<file path="src/tba_pkg.sv">
`default_nettype none
package tba_pkg;
   // Capture modes selected by the core
   typedef enum logic [1:0] {
      TBA_MODE_MTC  = 2'h0,
      TBA_MODE_MSPC = 2'h1,
      TBA_MODE_ASPC = 2'h2,
      TBA_MODE_RTS  = 2'h3
   } tba_mode_e;

   // Command codes seen on the global command register
   localparam logic [15:0] TBA_CMD_CAPTURE = 16'h0800;
   localparam logic [15:0] TBA_CMD_ESCAPE  = 16'h00E8;
   // Trigger enable bit position in miscellaneous control
   localparam int          TBA_MISC_TRIG_BIT = 12;
   localparam logic [15:0] TBA_MISC_RESET    = 16'h0000;

   // Command write from the serial port decoder
   typedef struct packed {
      logic        wr;
      logic [15:0] data;
   } tba_cmd_s;

   // Status reported back by the processing core
   typedef struct packed {
      logic capture_done;
      logic record_done;
      logic buffer_loading;
      logic buffer_ready;
      logic reload_done;
   } tba_core_s;
endpackage
`default_nettype wire

</file>
<file path="src/tba_sync.sv">
`default_nettype none
// Two flip-flop synchroniser for an asynchronous level
module tba_sync (
   input  wire logic i_clk_sys,
   input  wire logic i_resetn,
   input  wire logic i_async,
   output logic      o_sync
);
   logic meta;
   // First stage is read only by the second
   always_ff @(posedge i_clk_sys) begin
      if (!i_resetn) begin
         meta   <= 1'b0;
         o_sync <= 1'b0;
      end else begin
         meta   <= i_async;
         o_sync <= meta;
      end
   end
endmodule
`default_nettype wire

</file>
<file path="src/tba_pins.sv">
// Notes on behaviour
// - Trigger ignored until misc enable bit set
// - Trigger acts on edges in manual modes, on levels in streaming
// - Manual modes: rising edge starts one capture
// - Streaming modes: convert while trigger high
// - Trigger low: finish record, then halt
// - Streaming: busy low while loading buffers
// - Host avoids serial access while busy
// - Completion releases port, busy goes high
// - Escape code aborts capture even while busy
// - Alarms per control; silent in streaming
// - Supply monitor low on thermal shutdown
// - Reset pin returns device to known state
// - Reload configuration after reset release
// - Data out driven only while select low
`default_nettype none
module tba_pins (
   input  wire logic               i_clk_sys,
   input  wire logic               i_resetn,
   input  wire logic               i_trigger,
   input  wire logic               i_cs_n,
   input  wire logic               i_sdo_data,
   input  wire logic [15:0]        i_misc_ctrl,
   input  wire tba_pkg::tba_mode_e i_mode,
   input  wire tba_pkg::tba_cmd_s  i_cmd,
   input  wire tba_pkg::tba_core_s i_core,
   input  wire logic [1:0]         i_alarm_ctrl,
   input  wire logic [1:0]         i_alarm_hit,
   input  wire logic               i_over_temp,
   output logic                    o_busy,
   output logic                    o_capture_start,
   output logic                    o_capture_abort,
   output logic                    o_convert_run,
   output logic                    o_reload_req,
   output logic                    o_port_allow,
   output logic                    o_alarm_out_one,
   output logic                    o_alarm_out_two,
   output logic                    o_supply_monitor_out,
   output logic                    o_sdo,
   output logic                    o_sdo_oe
);
   import tba_pkg::*;

   ////////////////////////////////////////////////////////////////////
   logic trig_s;
   logic trig_q;
   logic trig_en;
   logic trig_rise;
   logic streaming;
   logic manual;
   logic cmd_cap;
   logic cmd_esc;
   logic start_ok;
   logic halt_pend;
   logic next_busy;
   logic [1:0] alm_raw;
   logic [1:0] alm_drive;

   // Pin passes two flops before any logic sees it
   tba_sync u_trig_sync (
      .i_clk_sys (i_clk_sys),
      .i_resetn  (i_resetn),
      .i_async   (i_trigger),
      .o_sync    (trig_s)
   );

   // Edge detect on the synchronised copy
   always_ff @(posedge i_clk_sys) begin
      if (!i_resetn) trig_q <= 1'b0;
      else           trig_q <= trig_s;
   end

   assign trig_en   = i_misc_ctrl[TBA_MISC_TRIG_BIT];
   assign trig_rise = trig_en & trig_s & ~trig_q;
   assign streaming = (i_mode == TBA_MODE_RTS);
   assign manual    = (i_mode == TBA_MODE_MTC) || (i_mode == TBA_MODE_MSPC);
   assign cmd_cap   = i_cmd.wr && (i_cmd.data == TBA_CMD_CAPTURE);
   assign cmd_esc   = i_cmd.wr && (i_cmd.data == TBA_CMD_ESCAPE);
   // Starts ignored during reload or while a capture runs
   assign start_ok  = manual && !o_reload_req && o_busy && (cmd_cap || trig_rise);

   ////////////////////////////////////////////////////////////////////
   // Configuration reload after reset release
   always_ff @(posedge i_clk_sys) begin
      if (!i_resetn)              o_reload_req <= 1'b1;
      else if (i_core.reload_done) o_reload_req <= 1'b0;
   end

   // Single-cycle capture start and abort pulses
   always_ff @(posedge i_clk_sys) begin
      if (!i_resetn) begin
         o_capture_start <= 1'b0;
         o_capture_abort <= 1'b0;
      end else begin
         o_capture_start <= start_ok;
         o_capture_abort <= cmd_esc && !o_busy && !streaming;
      end
   end

   // Next busy / data ready level; abort and completion both release the port
   always_comb begin
      next_busy = o_busy;
      if (o_reload_req) begin
         next_busy = i_core.reload_done;
      end else if (streaming) begin
         if (i_core.buffer_loading)    next_busy = 1'b0;
         else if (i_core.buffer_ready) next_busy = 1'b1;
      end else if (start_ok) begin
         next_busy = 1'b0;
      end else if (cmd_esc || i_core.capture_done) begin
         next_busy = 1'b1;
      end
   end

   // Busy register
   always_ff @(posedge i_clk_sys) begin
      if (!i_resetn) o_busy <= 1'b0;
      else           o_busy <= next_busy;
   end

   // Port permission from the same next value, so it never lags busy by a cycle
   always_ff @(posedge i_clk_sys) begin
      if (!i_resetn) o_port_allow <= 1'b0;
      else           o_port_allow <= next_busy || (streaming && !o_reload_req);
   end

   ////////////////////////////////////////////////////////////////////
   // Level-controlled conversion; a low level only ends at a record edge
   always_ff @(posedge i_clk_sys) begin
      if (!i_resetn) begin
         o_convert_run <= 1'b0;
         halt_pend     <= 1'b0;
      end else if (!(streaming || i_mode == TBA_MODE_ASPC) || !trig_en || o_reload_req) begin
         o_convert_run <= 1'b0;
         halt_pend     <= 1'b0;
      end else if (trig_s) begin
         o_convert_run <= 1'b1;
         halt_pend     <= 1'b0;
      end else if (o_convert_run) begin
         // Record boundary, not the pin, ends a run
         if (i_core.record_done) begin
            o_convert_run <= 1'b0;
            halt_pend     <= 1'b0;
         end else begin
            halt_pend     <= 1'b1;
         end
      end
   end

   ////////////////////////////////////////////////////////////////////
   // Alarm outputs, polarity per control bit, quiet when streaming
   assign alm_raw = i_alarm_hit ^ i_alarm_ctrl;
   assign alm_drive = streaming ? 2'h0 : alm_raw;
   always_ff @(posedge i_clk_sys) begin
      if (!i_resetn) begin
         o_alarm_out_one <= 1'b0;
         o_alarm_out_two <= 1'b0;
      end else begin
         o_alarm_out_one <= alm_drive[0];
         o_alarm_out_two <= alm_drive[1];
      end
   end

   // Supply monitor: low on over-temperature shutdown
   always_ff @(posedge i_clk_sys) begin
      if (!i_resetn) o_supply_monitor_out <= 1'b1;
      else           o_supply_monitor_out <= !i_over_temp;
   end

   // Serial data out only while select is low
   always_ff @(posedge i_clk_sys) begin
      if (!i_resetn) begin
         o_sdo    <= 1'b0;
         o_sdo_oe <= 1'b0;
      end else begin
         o_sdo    <= i_sdo_data;
         o_sdo_oe <= !i_cs_n;
      end
   end

   ////////////////////////////////////////////////////////////////////
   a_start_busy: assert property (@(posedge i_clk_sys) disable iff (!i_resetn)
      o_capture_start && !streaming |-> !o_busy)
      else $error("busy not low on capture start");
   a_done_busy: assert property (@(posedge i_clk_sys) disable iff (!i_resetn)
      !o_reload_req && !streaming && !start_ok && i_core.capture_done |=> o_busy)
      else $error("busy not released on completion");
   a_trig_gate: assert property (@(posedge i_clk_sys) disable iff (!i_resetn)
      !trig_en && !cmd_cap |=> !o_capture_start)
      else $error("start with trigger disabled");
   a_rise_start: assert property (@(posedge i_clk_sys) disable iff (!i_resetn)
      manual && trig_rise && o_busy && !o_reload_req |=> o_capture_start)
      else $error("rising trigger missed");
   a_level_noretrig: assert property (@(posedge i_clk_sys) disable iff (!i_resetn)
      trig_s && $past(trig_s) && !cmd_cap |-> !start_ok)
      else $error("steady level triggered");
   a_run_high: assert property (@(posedge i_clk_sys) disable iff (!i_resetn)
      streaming && trig_en && trig_s && !o_reload_req |=> o_convert_run)
      else $error("conversion not running");
   a_no_trunc: assert property (@(posedge i_clk_sys) disable iff (!i_resetn)
      o_convert_run && streaming && trig_en && !trig_s && !i_core.record_done
      && !o_reload_req && $stable(i_mode) |=> o_convert_run)
      else $error("record truncated");
   a_esc_abort: assert property (@(posedge i_clk_sys) disable iff (!i_resetn)
      cmd_esc && !o_busy && !streaming |=> o_capture_abort ##0 o_busy)
      else $error("escape did not abort");
   a_alarm_quiet: assert property (@(posedge i_clk_sys) disable iff (!i_resetn)
      streaming |=> !o_alarm_out_one && !o_alarm_out_two)
      else $error("alarm driven in streaming");
   a_sdo_hiz: assert property (@(posedge i_clk_sys) disable iff (!i_resetn)
      i_cs_n |=> !o_sdo_oe)
      else $error("data out driven while deselected");
   a_temp_mon: assert property (@(posedge i_clk_sys) disable iff (!i_resetn)
      i_over_temp |=> !o_supply_monitor_out)
      else $error("monitor not low on shutdown");
   // Mode held steady so the streaming-time permission has already been replaced
   a_port_busy: assert property (@(posedge i_clk_sys) disable iff (!i_resetn)
      !streaming && $stable(i_mode) |-> o_port_allow == o_busy)
      else $error("port permission differs from busy");
endmodule
`default_nettype wire

</file>
<file path="config.mk">
export PLATFORM = sky130hd
export DESIGN_NAME = tba_pins
export DESIGN_NICKNAME = d
export VERILOG_FILES = /design/src/tba_pkg.sv /design/src/tba_sync.sv /design/src/tba_pins.sv
export SDC_FILE = /design/constraint.sdc
export NUM_CORES = 1
export LEC_CHECK = 0
export ABC_AREA = 1
export ABC_CLOCK_PERIOD_IN_PS = 850
export BUFFER_PORTS_ARGS = -buffer_cell sky130_fd_sc_hd__buf_2
export CORE_MARGIN = 8
export CORE_UTILIZATION = 30
export CTS_BUF_LIST = sky130_fd_sc_hd__clkbuf_4
export CTS_CLUSTER_DIAMETER = 200
export DETAILED_ROUTE_END_ITERATION = 10
export GPL_TIMING_DRIVEN = 0
export HOLD_SLACK_MARGIN = 0.02
export PLACE_DENSITY = 0.73
export SYNTH_ARGS = -nofsm -noshare
export SYNTH_HDL_FRONTEND = slang
export SYNTH_SLANG_ARGS = --single-unit
</file>
<file path="constraint.sdc">
create_clock -name i_clk_sys -period 0.85 [get_ports i_clk_sys]
set_input_delay 0.0425 -clock i_clk_sys [delete_from_list [all_inputs] [get_ports i_clk_sys]]
set_output_delay 0.0425 -clock i_clk_sys [all_outputs]
set_load 0.005 [all_outputs]
</file>
==> results of run 1 <==
stage by stage:
stage,setup TNS [ns],cell area (sq um),cells,util,hold slack [ns]
final,-0.179,1000,174,0.517,-0.0528
after global routing,-0.482,1000,174,0.517,-0.0552
after CTS,-0.155,991,174,0.510,-0.0588
after detailed placement,-0.307,877,161,0.452,0.202
after global placement,-0.246,877,161,0.452,0.201
after floorplan,-0.0254,623,90,-,0.104
worst max-delay path, cell delays in order, from the launching register on:
cell and delay (ns):
dfxtp_4 0.37, nor3b_2 0.15, nand2_1 0.09, nand2_1 0.06, nand2_1 0.06, nand2_2 0.08
nand2_2 0.04
power by group:
part           internal, W  switching, W
registers         0.000694     0.0000192
clock network     0.000170      0.000192
logic             0.000144      0.000117
cell families after synthesis:
| family | count (synthesis) | synth area share |
|---|---|---|
| flip-flops | 14 | 0.455 |
| AND/OR/NAND/NOR | 54 | 0.384 |
| AO/OA/AOI/OAI | 4 | 0.0325 |
| XOR/XNOR | 2 | 0.0285 |
| buffers and inverters | 16 | 0.0996 |
layout make-up:
class                           instances  area (sq um)
Sequential cell                        14           287
Buffer                                  1          5.00
Multi-Input combinational cell         60           289
Clock inverter                          1          3.75
Inverter                               15          56.3
Clock buffer                            3          22.5
Tap cell                               27          33.8
Fill cell                             219           937
Timing Repair Buffer                   53           308
state kept, by name, summed over array words and instances, names as in the netlist:
| register | count |
|---|---|
| u_trig_sync.meta | 1 |
| u_trig_sync.o_sync | 1 |
| o_convert_run | 1 |
| o_alarm_out_one | 1 |
| o_supply_monitor_out | 1 |
| o_port_allow | 1 |
| o_sdo_oe | 1 |
| trig_q | 1 |
| o_capture_abort | 1 |
| o_busy | 1 |
| o_capture_start | 1 |
| o_reload_req | 1 |
| o_sdo | 1 |
| o_alarm_out_two | 1 |
how the worst max path moves through the flow:
stage / startpoint / end / slack [ns] / cells after the start
floorplan: o_busy$_SDFF_PN0_ / o_port_allow$_SDFF_PN0_ / -0.02 / 6
global placement: i_cmd[1] / o_port_allow$_SDFF_PN0_ / -0.13 / 11
detailed placement: i_cmd[1] / o_port_allow$_SDFF_PN0_ / -0.16 / 11
CTS: o_busy$_SDFF_PN0_ / o_port_allow$_SDFF_PN0_ / -0.08 / 6
global route: o_busy$_SDFF_PN0_ / o_port_allow$_SDFF_PN0_ / -0.18 / 6
finish: o_busy$_SDFF_PN0_ / o_port_allow$_SDFF_PN0_ / -0.09 / 6
synth_stat cells, types with 2 or more instances:
cell     count
a21oi_1      4
dfxtp_1     14
inv_1       14
nand2_1     19
nand3_1      7
nor2_1      19
nor2_2       4
xnor2_1      2
metal layers:
metal / global-route usage / up-vias / wire (um)
met5: 0 / - / 0
met4: 0.0299 / 0 / 8
met3: 0.0605 / 3 / 203
met2: 0.188 / 26 / 927
met1: 0.101 / 313 / 681
li1: - / 386 / -
what timing repair did:
item	in CTS	in global routing
pin swaps	2	5
endpoints found under the setup margin	2	6
gates resized for setup	0	6
buffers inserted	1	0
endpoints found under the hold margin	7	1
==> results summary, run 1 <==
The hold slack is -0.0528 ns. The worst setup path is of the flop to flop kind. The setup slack after placement came out at -0.162 ns. The die covers 0.00376 sq mm. In the synthesized netlist the dominant register cell turns out to be dfxtp_1. The total number of vias is 728. Overall power consumption after layout is estimated at 0.00134 W. The total DRC errors in the routed layout came out at 0. Global routing finished with a remaining overflow of 0.

The post-synthesis instance area came out at 616 sq um. The first global-routing pass estimated 3050 um of wire. TritonCTS built the clock tree. The final reports fail on negative hold slack, negative setup slack.

Dividing total power by cell area gives a power density of 1330 mW/mm^2. The fraction of final layout cells sized beyond drive strength 1 is 0.429. The number of enable flip-flop cells after synthesis is 0. Of the post-synthesis cell area, the dominant cell type holds 0.455.

The leakage dissipation came out at 0.552 nW. The class of the tightest hold or removal check is input port to flop. The clock sink count came out at 14.

The worst register-to-register path has a setup slack of -0.09 ns. At the worst endpoint, the required time is 1.02 ns. Dividing the detail-routed via count by the number of cells gives 4.18. The sort of element at the start of the critical path is a flop. Once detail routing completed, the nets flagged for antenna violations numbered 0. In the layout the commonest cells are 45 x buf_2, 17 x nor2_1, 17 x nand2_1, 14 x inv_1, 11 x dfxtp_1. The cell at the root of the clock tree is clkbuf_4. The total area inside the core boundary comes to 0.00194 sq mm. The maximum number of pins on one net before global-route repair came out at 9. The last weighted congestion value of the routability-driven placer came out at 0.692. The endpoint identified for the worst register-to-register timing path is o_port_allow$_SDFF_PN0_. The number of register bits inferred by synthesis is 14. The number of buffers inserted for hold repair after clock tree synthesis is 8. The count of pins over their slew limit is 0. The level count of the clock H-tree came out at 1. The buffer depth of the longest clock path came out at 2. The total of endpoints with negative setup slack in the final report is 3.

In this run the horizontal extent of the chip is 61.3 um. The number of global-route vias before repair came out at 782. The count of mapped cells out of synthesis is 90. The worst hold path begins at i_core[0]. Setup repair after global routing could not meet its margin everywhere. The quantity of I/O buffers inserted on ports is 44. Measured along the y axis, the die boundary spans 61.3 um. Before antenna repair, the detailed router went through 4 iterations. The number of rows created at floorplan is 16.

The transition time at the pin with the least slew margin is 0.223 ns. At the worst endpoint, the arrival time is 1.11 ns. The number of buffers added by the clock tree synthesis step came out at 3.

The total global-route track usage is 0.106. The number of nets in the layout came out at 198. By area the synthesized netlist is led by dfxtp_1 46%, nand2_1 12%, nor2_1 12%, inv_1 8.5%, nand3_1 5.7%.

The clock skew is 0.00455 ns. In the final routed layout, each cell accounts on average for 10.5 um. The half-perimeter wire length after placement is 1520 um. The total nets after synthesis came out at 140. The relative slew slack came out at 0.851. The number of antenna cells inserted is 0. During synthesis, Yosys emitted a total of 0 warnings. Of all flip-flops after synthesis, the portion carrying an async set or reset was 0. The peak ir drop on the vdd network came out at 0.00105 V. The area growth from synthesis to layout is 63.2%. The worst hold path terminates at o_reload_req$_SDFFE_PN1P_. The number of max-cap violations came out at 0. The CTS clock-pin slew for the worst setup and hold paths is 0.08 ns.

The mean instance size in the synthesized netlist came out at 6.84 sq um. Static timing analysis puts the maximum clock frequency at 1060 MHz. For this run, the register share of the synthesized area comes to 0.455. The I/O pin total is 61.

In this run the worst path has a maximum fanout of 5. The most frequent standard cell in the layout excluding fill and tap cells is buf_2. The time the final worst path needs with I/O delays and setup is 0.942 ns.

The run finished, with violations left. At the later pin of the worst-skew pair, clock insertion delay measures 0.27 ns. The initial antenna violation count came out at 0. The starting DRC count in detailed routing is 22. The number of cells traversed by the worst register-to-register path came out at 6. Counting instances, the worst hold path has a depth of 2. The startpoint identified for the worst register-to-register timing path is o_busy$_SDFF_PN0_.

Setup slack on the critical path of the routed design comes to -0.0922 ns. The biggest area contributor in the post-synthesis netlist is dfxtp_1. STA classifies the critical path endpoint as a flop. The share of the clock period used by the worst path after layout is 1.11. The number of distinct library cells after synthesis came out at 15.

The final hold violation count is 1. The routed wire length came out at 1820 um. The effective utilization at floorplan came out at 0.317.
(Power assumes the default switching activity.)
==> run 2, diff against run 1 <==
Settings changed: CTS_BUF_LIST sky130_fd_sc_hd__clkbuf_4 to not set, REMOVE_ABC_BUFFERS set to 1.
==> results summary, run 2 (same netlist as run 1, synthesis figures left out) <==
The CTS tree is yes (unchanged). The core footprint came out at 0.00194 sq mm (unchanged). The class of the tightest hold or removal check was input port to flop (unchanged).

The destination of the critical timing path is o_port_allow$_SDFF_PN0_ (unchanged). The time the final worst path needs with I/O delays and setup came to 0.932 ns (was 0.942 ns). The clock skew came out at 0.00445 ns (was 0.00455 ns). The CTS clock-pin slew for the worst setup and hold paths came out at 0.07 ns (was 0.08 ns). The maximum number of pins on one net before global-route repair is 9 (unchanged).

Outcome: complete, but fails checks (unchanged). The initial antenna violation count came out at 0 (unchanged). The most congested layer reported by global routing was met2 (unchanged). The internal power consumption came out at 0.00111 W (was 0.00101 W). The I/O pin total is 61 (unchanged).

The type of the setup path with the least slack was flop to flop (unchanged). The number of antenna cells inserted was 0 (unchanged). The worst path setup slack after routing came out at -0.0815 ns (was -0.0922 ns). The effective utilization at floorplan is 0.317 (unchanged). The total of endpoints with negative setup slack in the final report is 2 (was 3). The share of the clock period used by the worst path after layout is 1.10 (was 1.11).

The relative contribution of combinational cells to total power came out at 0.188 (was 0.196). The number of nets in the layout is 199 (was 198). The met2 global-route usage came out at 0.179 (was 0.188).

The routed wire length is 1790 um (was 1820 um). The number of max-cap violations is 0 (unchanged). The number of rows created at floorplan is 16 (unchanged). The detailed-routing iteration count for the pre-antenna-repair pass was 3 (was 4). The total die area is 0.00376 sq mm (unchanged). The clock insertion delay at the later pin of the skew report came out at 0.28 ns (was 0.27 ns). The clock sink count came out at 14 (unchanged). Top library cells by usage in the layout, fill and taps aside: 45 x buf_2, 19 x nand2_1, 16 x nor2_1, 14 x inv_1, 12 x dfxtp_1 (was 45 x buf_2, 17 x nor2_1, 17 x nand2_1, 14 x inv_1, 11 x dfxtp_1). Setup repair after global routing missed its margin: yes (unchanged). The total global-route track usage is 0.0943 (was 0.106). The arrival time of data at the critical path endpoint came to 1.11 ns (about the same). The half-perimeter wire length after placement is 1440 um (was 1520 um). The startpoint of the most critical setup path was o_busy$_SDFF_PN0_ (unchanged).

The cell at the root of the clock tree is clkbuf_4 (unchanged). The width of the die is 61.3 um (unchanged). The last weighted congestion value of the routability-driven placer came to 0.696 (was 0.692). The timing-limited maximum frequency came out at 1070 MHz (was 1060 MHz).

The total DRC errors in the routed layout came out at 0 (unchanged). The count of antenna-violating nets left after detailed routing is 0 (unchanged). The maximum fanout encountered on the critical timing path was 4 (was 5). The source of the worst register-to-register timing path is o_busy$_SDFF_PN0_ (unchanged). The destination of the worst register-to-register timing path is o_port_allow$_SDFF_PN0_ (unchanged). The starting DRC count in detailed routing came out at 11 (was 22).

The wire length per cell after detailed routing is 10.2 um (was 10.5 um). The switching component of the power is 0.000342 W (was 0.000329 W). The sort of element at the start of the critical path is a flop (unchanged). The sum of overflow across all layers after global routing came out at 0 (unchanged). The wire length of the first global-routing pass is 2730 um (was 3050 um).

The area added between synthesis and finish was 66.7% (was 63.2%). The power per standard cell area came out at 1410 mW/mm^2 (was 1330 mW/mm^2). The count of pins over their slew limit came out at 0 (unchanged). The post-layout instance count excluding filler cells is 175 (was 174).

The leakage dissipation is 0.564 nW (was 0.552 nW). The buffer depth of the longest clock path is 2 (unchanged). The level count of the clock H-tree came to 1 (unchanged).

The fraction of met1 tracks used by global routing is 0.0880 (was 0.101). The worst-case register-to-register setup slack was -0.08 ns (was -0.09 ns). The die height came out at 61.3 um (unchanged). The number of cells traversed by the worst register-to-register path is 7 (was 6).

The clock network power share came out at 0.320 (was 0.271). The final hold violation count came out at 0 (was 1). The number of global-route vias before repair is 721 (was 782). The total number of vias is 737 (was 728).

The switching share of total power is 0.236 (was 0.246). The nature of the critical path endpoint is a flop (unchanged). The most frequent standard cell in the layout excluding fill and tap cells is buf_2 (unchanged). The quantity of I/O buffers inserted on ports is 45 (was 44).

The cell count after placement came out at 161 (unchanged). The filler cell count came to 205 (was 219). The sequential cell fraction of total power is 0.492 (was 0.533).

The relative slew slack came out at 0.879 (was 0.851). The data required time at the worst endpoint is 1.03 ns (was 1.02 ns). The number of buffers added by the clock tree synthesis step came out at 3 (unchanged). The fraction of met3 tracks used by global routing is 0.0522 (was 0.0605).

The transition time at the pin with the least slew margin is 0.181 ns (was 0.223 ns). The total power after layout came out at 0.00145 W (was 0.00134 W). Failing checks: negative setup slack (was negative hold slack, negative setup slack). The fraction of final layout cells sized beyond drive strength 1 is 0.432 (was 0.429).

The average vias per placed instance came out at 4.21 (was 4.18). The peak ir drop on the vdd network came out at 0.000955 V (was 0.00105 V).
## run 2: final cells by class
| cell class | count | area (sq um) | share of cell area |
|---|---|---|---|
| multi-input combinational | 60 | 290 | 0.283 |
| timing repair buffer | 55 | 324 | 0.316 |
| clock buffer | 4 | 36.3 | 0.0354 |
| inverter | 15 | 56.3 | 0.0549 |
| tap | 27 | 33.8 | 0.0329 |
| sequential | 14 | 285 | 0.278 |
## run 2: per-layer routing
metal,share of wire,vias to the layer above
met3,0.11,0
li1,-,388
met2,0.50,31
met4,0,0
met1,0.39,318
met5,0,-
## run 2: power groups by stage
| stage | Combinational [W] | Clock, W | Sequential, W |
|---|---|---|---|
| 6_report | 0.000273 | 0.000463 | 0.000713 |
| 5_1_grt | 0.000307 | 0.000516 | 0.000717 |
| 4_1_cts | 0.000269 | 0.000485 | 0.000711 |
| 3_5_place_dp | 0.000226 | 0 | 0.000725 |
| 3_3_place_gp | 0.000220 | 0 | 0.000723 |
| 2_1_floorplan | 0.0000860 | 0 | 0.000727 |
## run 2: timing repair
action | 4_1_cts | 5_1_grt
endpoints found under the setup margin | 3 | 4
hold buffers | 8 | 0
buffers inserted | 2 | 0
hold endpoints to repair | 7 | 0
pin swaps | 5 | 2
resized for setup | 4 | 5
gates cloned | 0 | 0
## run 2: worst max-delay path, cell delays in order (launching register included)
cell and delay, ns:
dfxtp_4 0.36, buf_6 0.11, nor2_1 0.07, a21oi_1 0.07, nand2_1 0.06, nand2_1 0.04, nand2_1 0.07, nand2_1 0.05
## run 2: stage by stage
stage	util	cell area [sq um]	setup slack, ns	TNS [ns]	hold WS, ns
4_1_cts	0.521	1010	-0.0679	-0.130	0.0229
3_5_place_dp	0.448	870	-0.168	-0.327	0.205
5_1_grt	0.528	1030	-0.154	-0.370	0.0327
3_3_place_gp	0.448	870	-0.141	-0.264	0.202
2_1_floorplan	-	611	-0.0934	-0.175	0.104
6_report	0.528	1030	-0.0815	-0.155	0.0223
## run 2: how the worst min path moves through the flow
stage                   start                               to  slack (ns)  cells after the start
2_1_floorplan     i_over_temp  o_supply_monitor_out$_SDFF_PN1_        0.10                      1
3_3_place_gp           i_cs_n              o_sdo_oe$_SDFF_PN0_        0.20                      2
3_5_place_dp      i_over_temp  o_supply_monitor_out$_SDFF_PN1_        0.20                      2
4_1_cts        i_alarm_hit[0]       o_alarm_out_one$_SDFF_PP0_        0.02                      3
5_1_grt        i_alarm_hit[0]       o_alarm_out_one$_SDFF_PP0_        0.03                      3
6_report       i_alarm_hit[0]       o_alarm_out_one$_SDFF_PP0_        0.02                      3
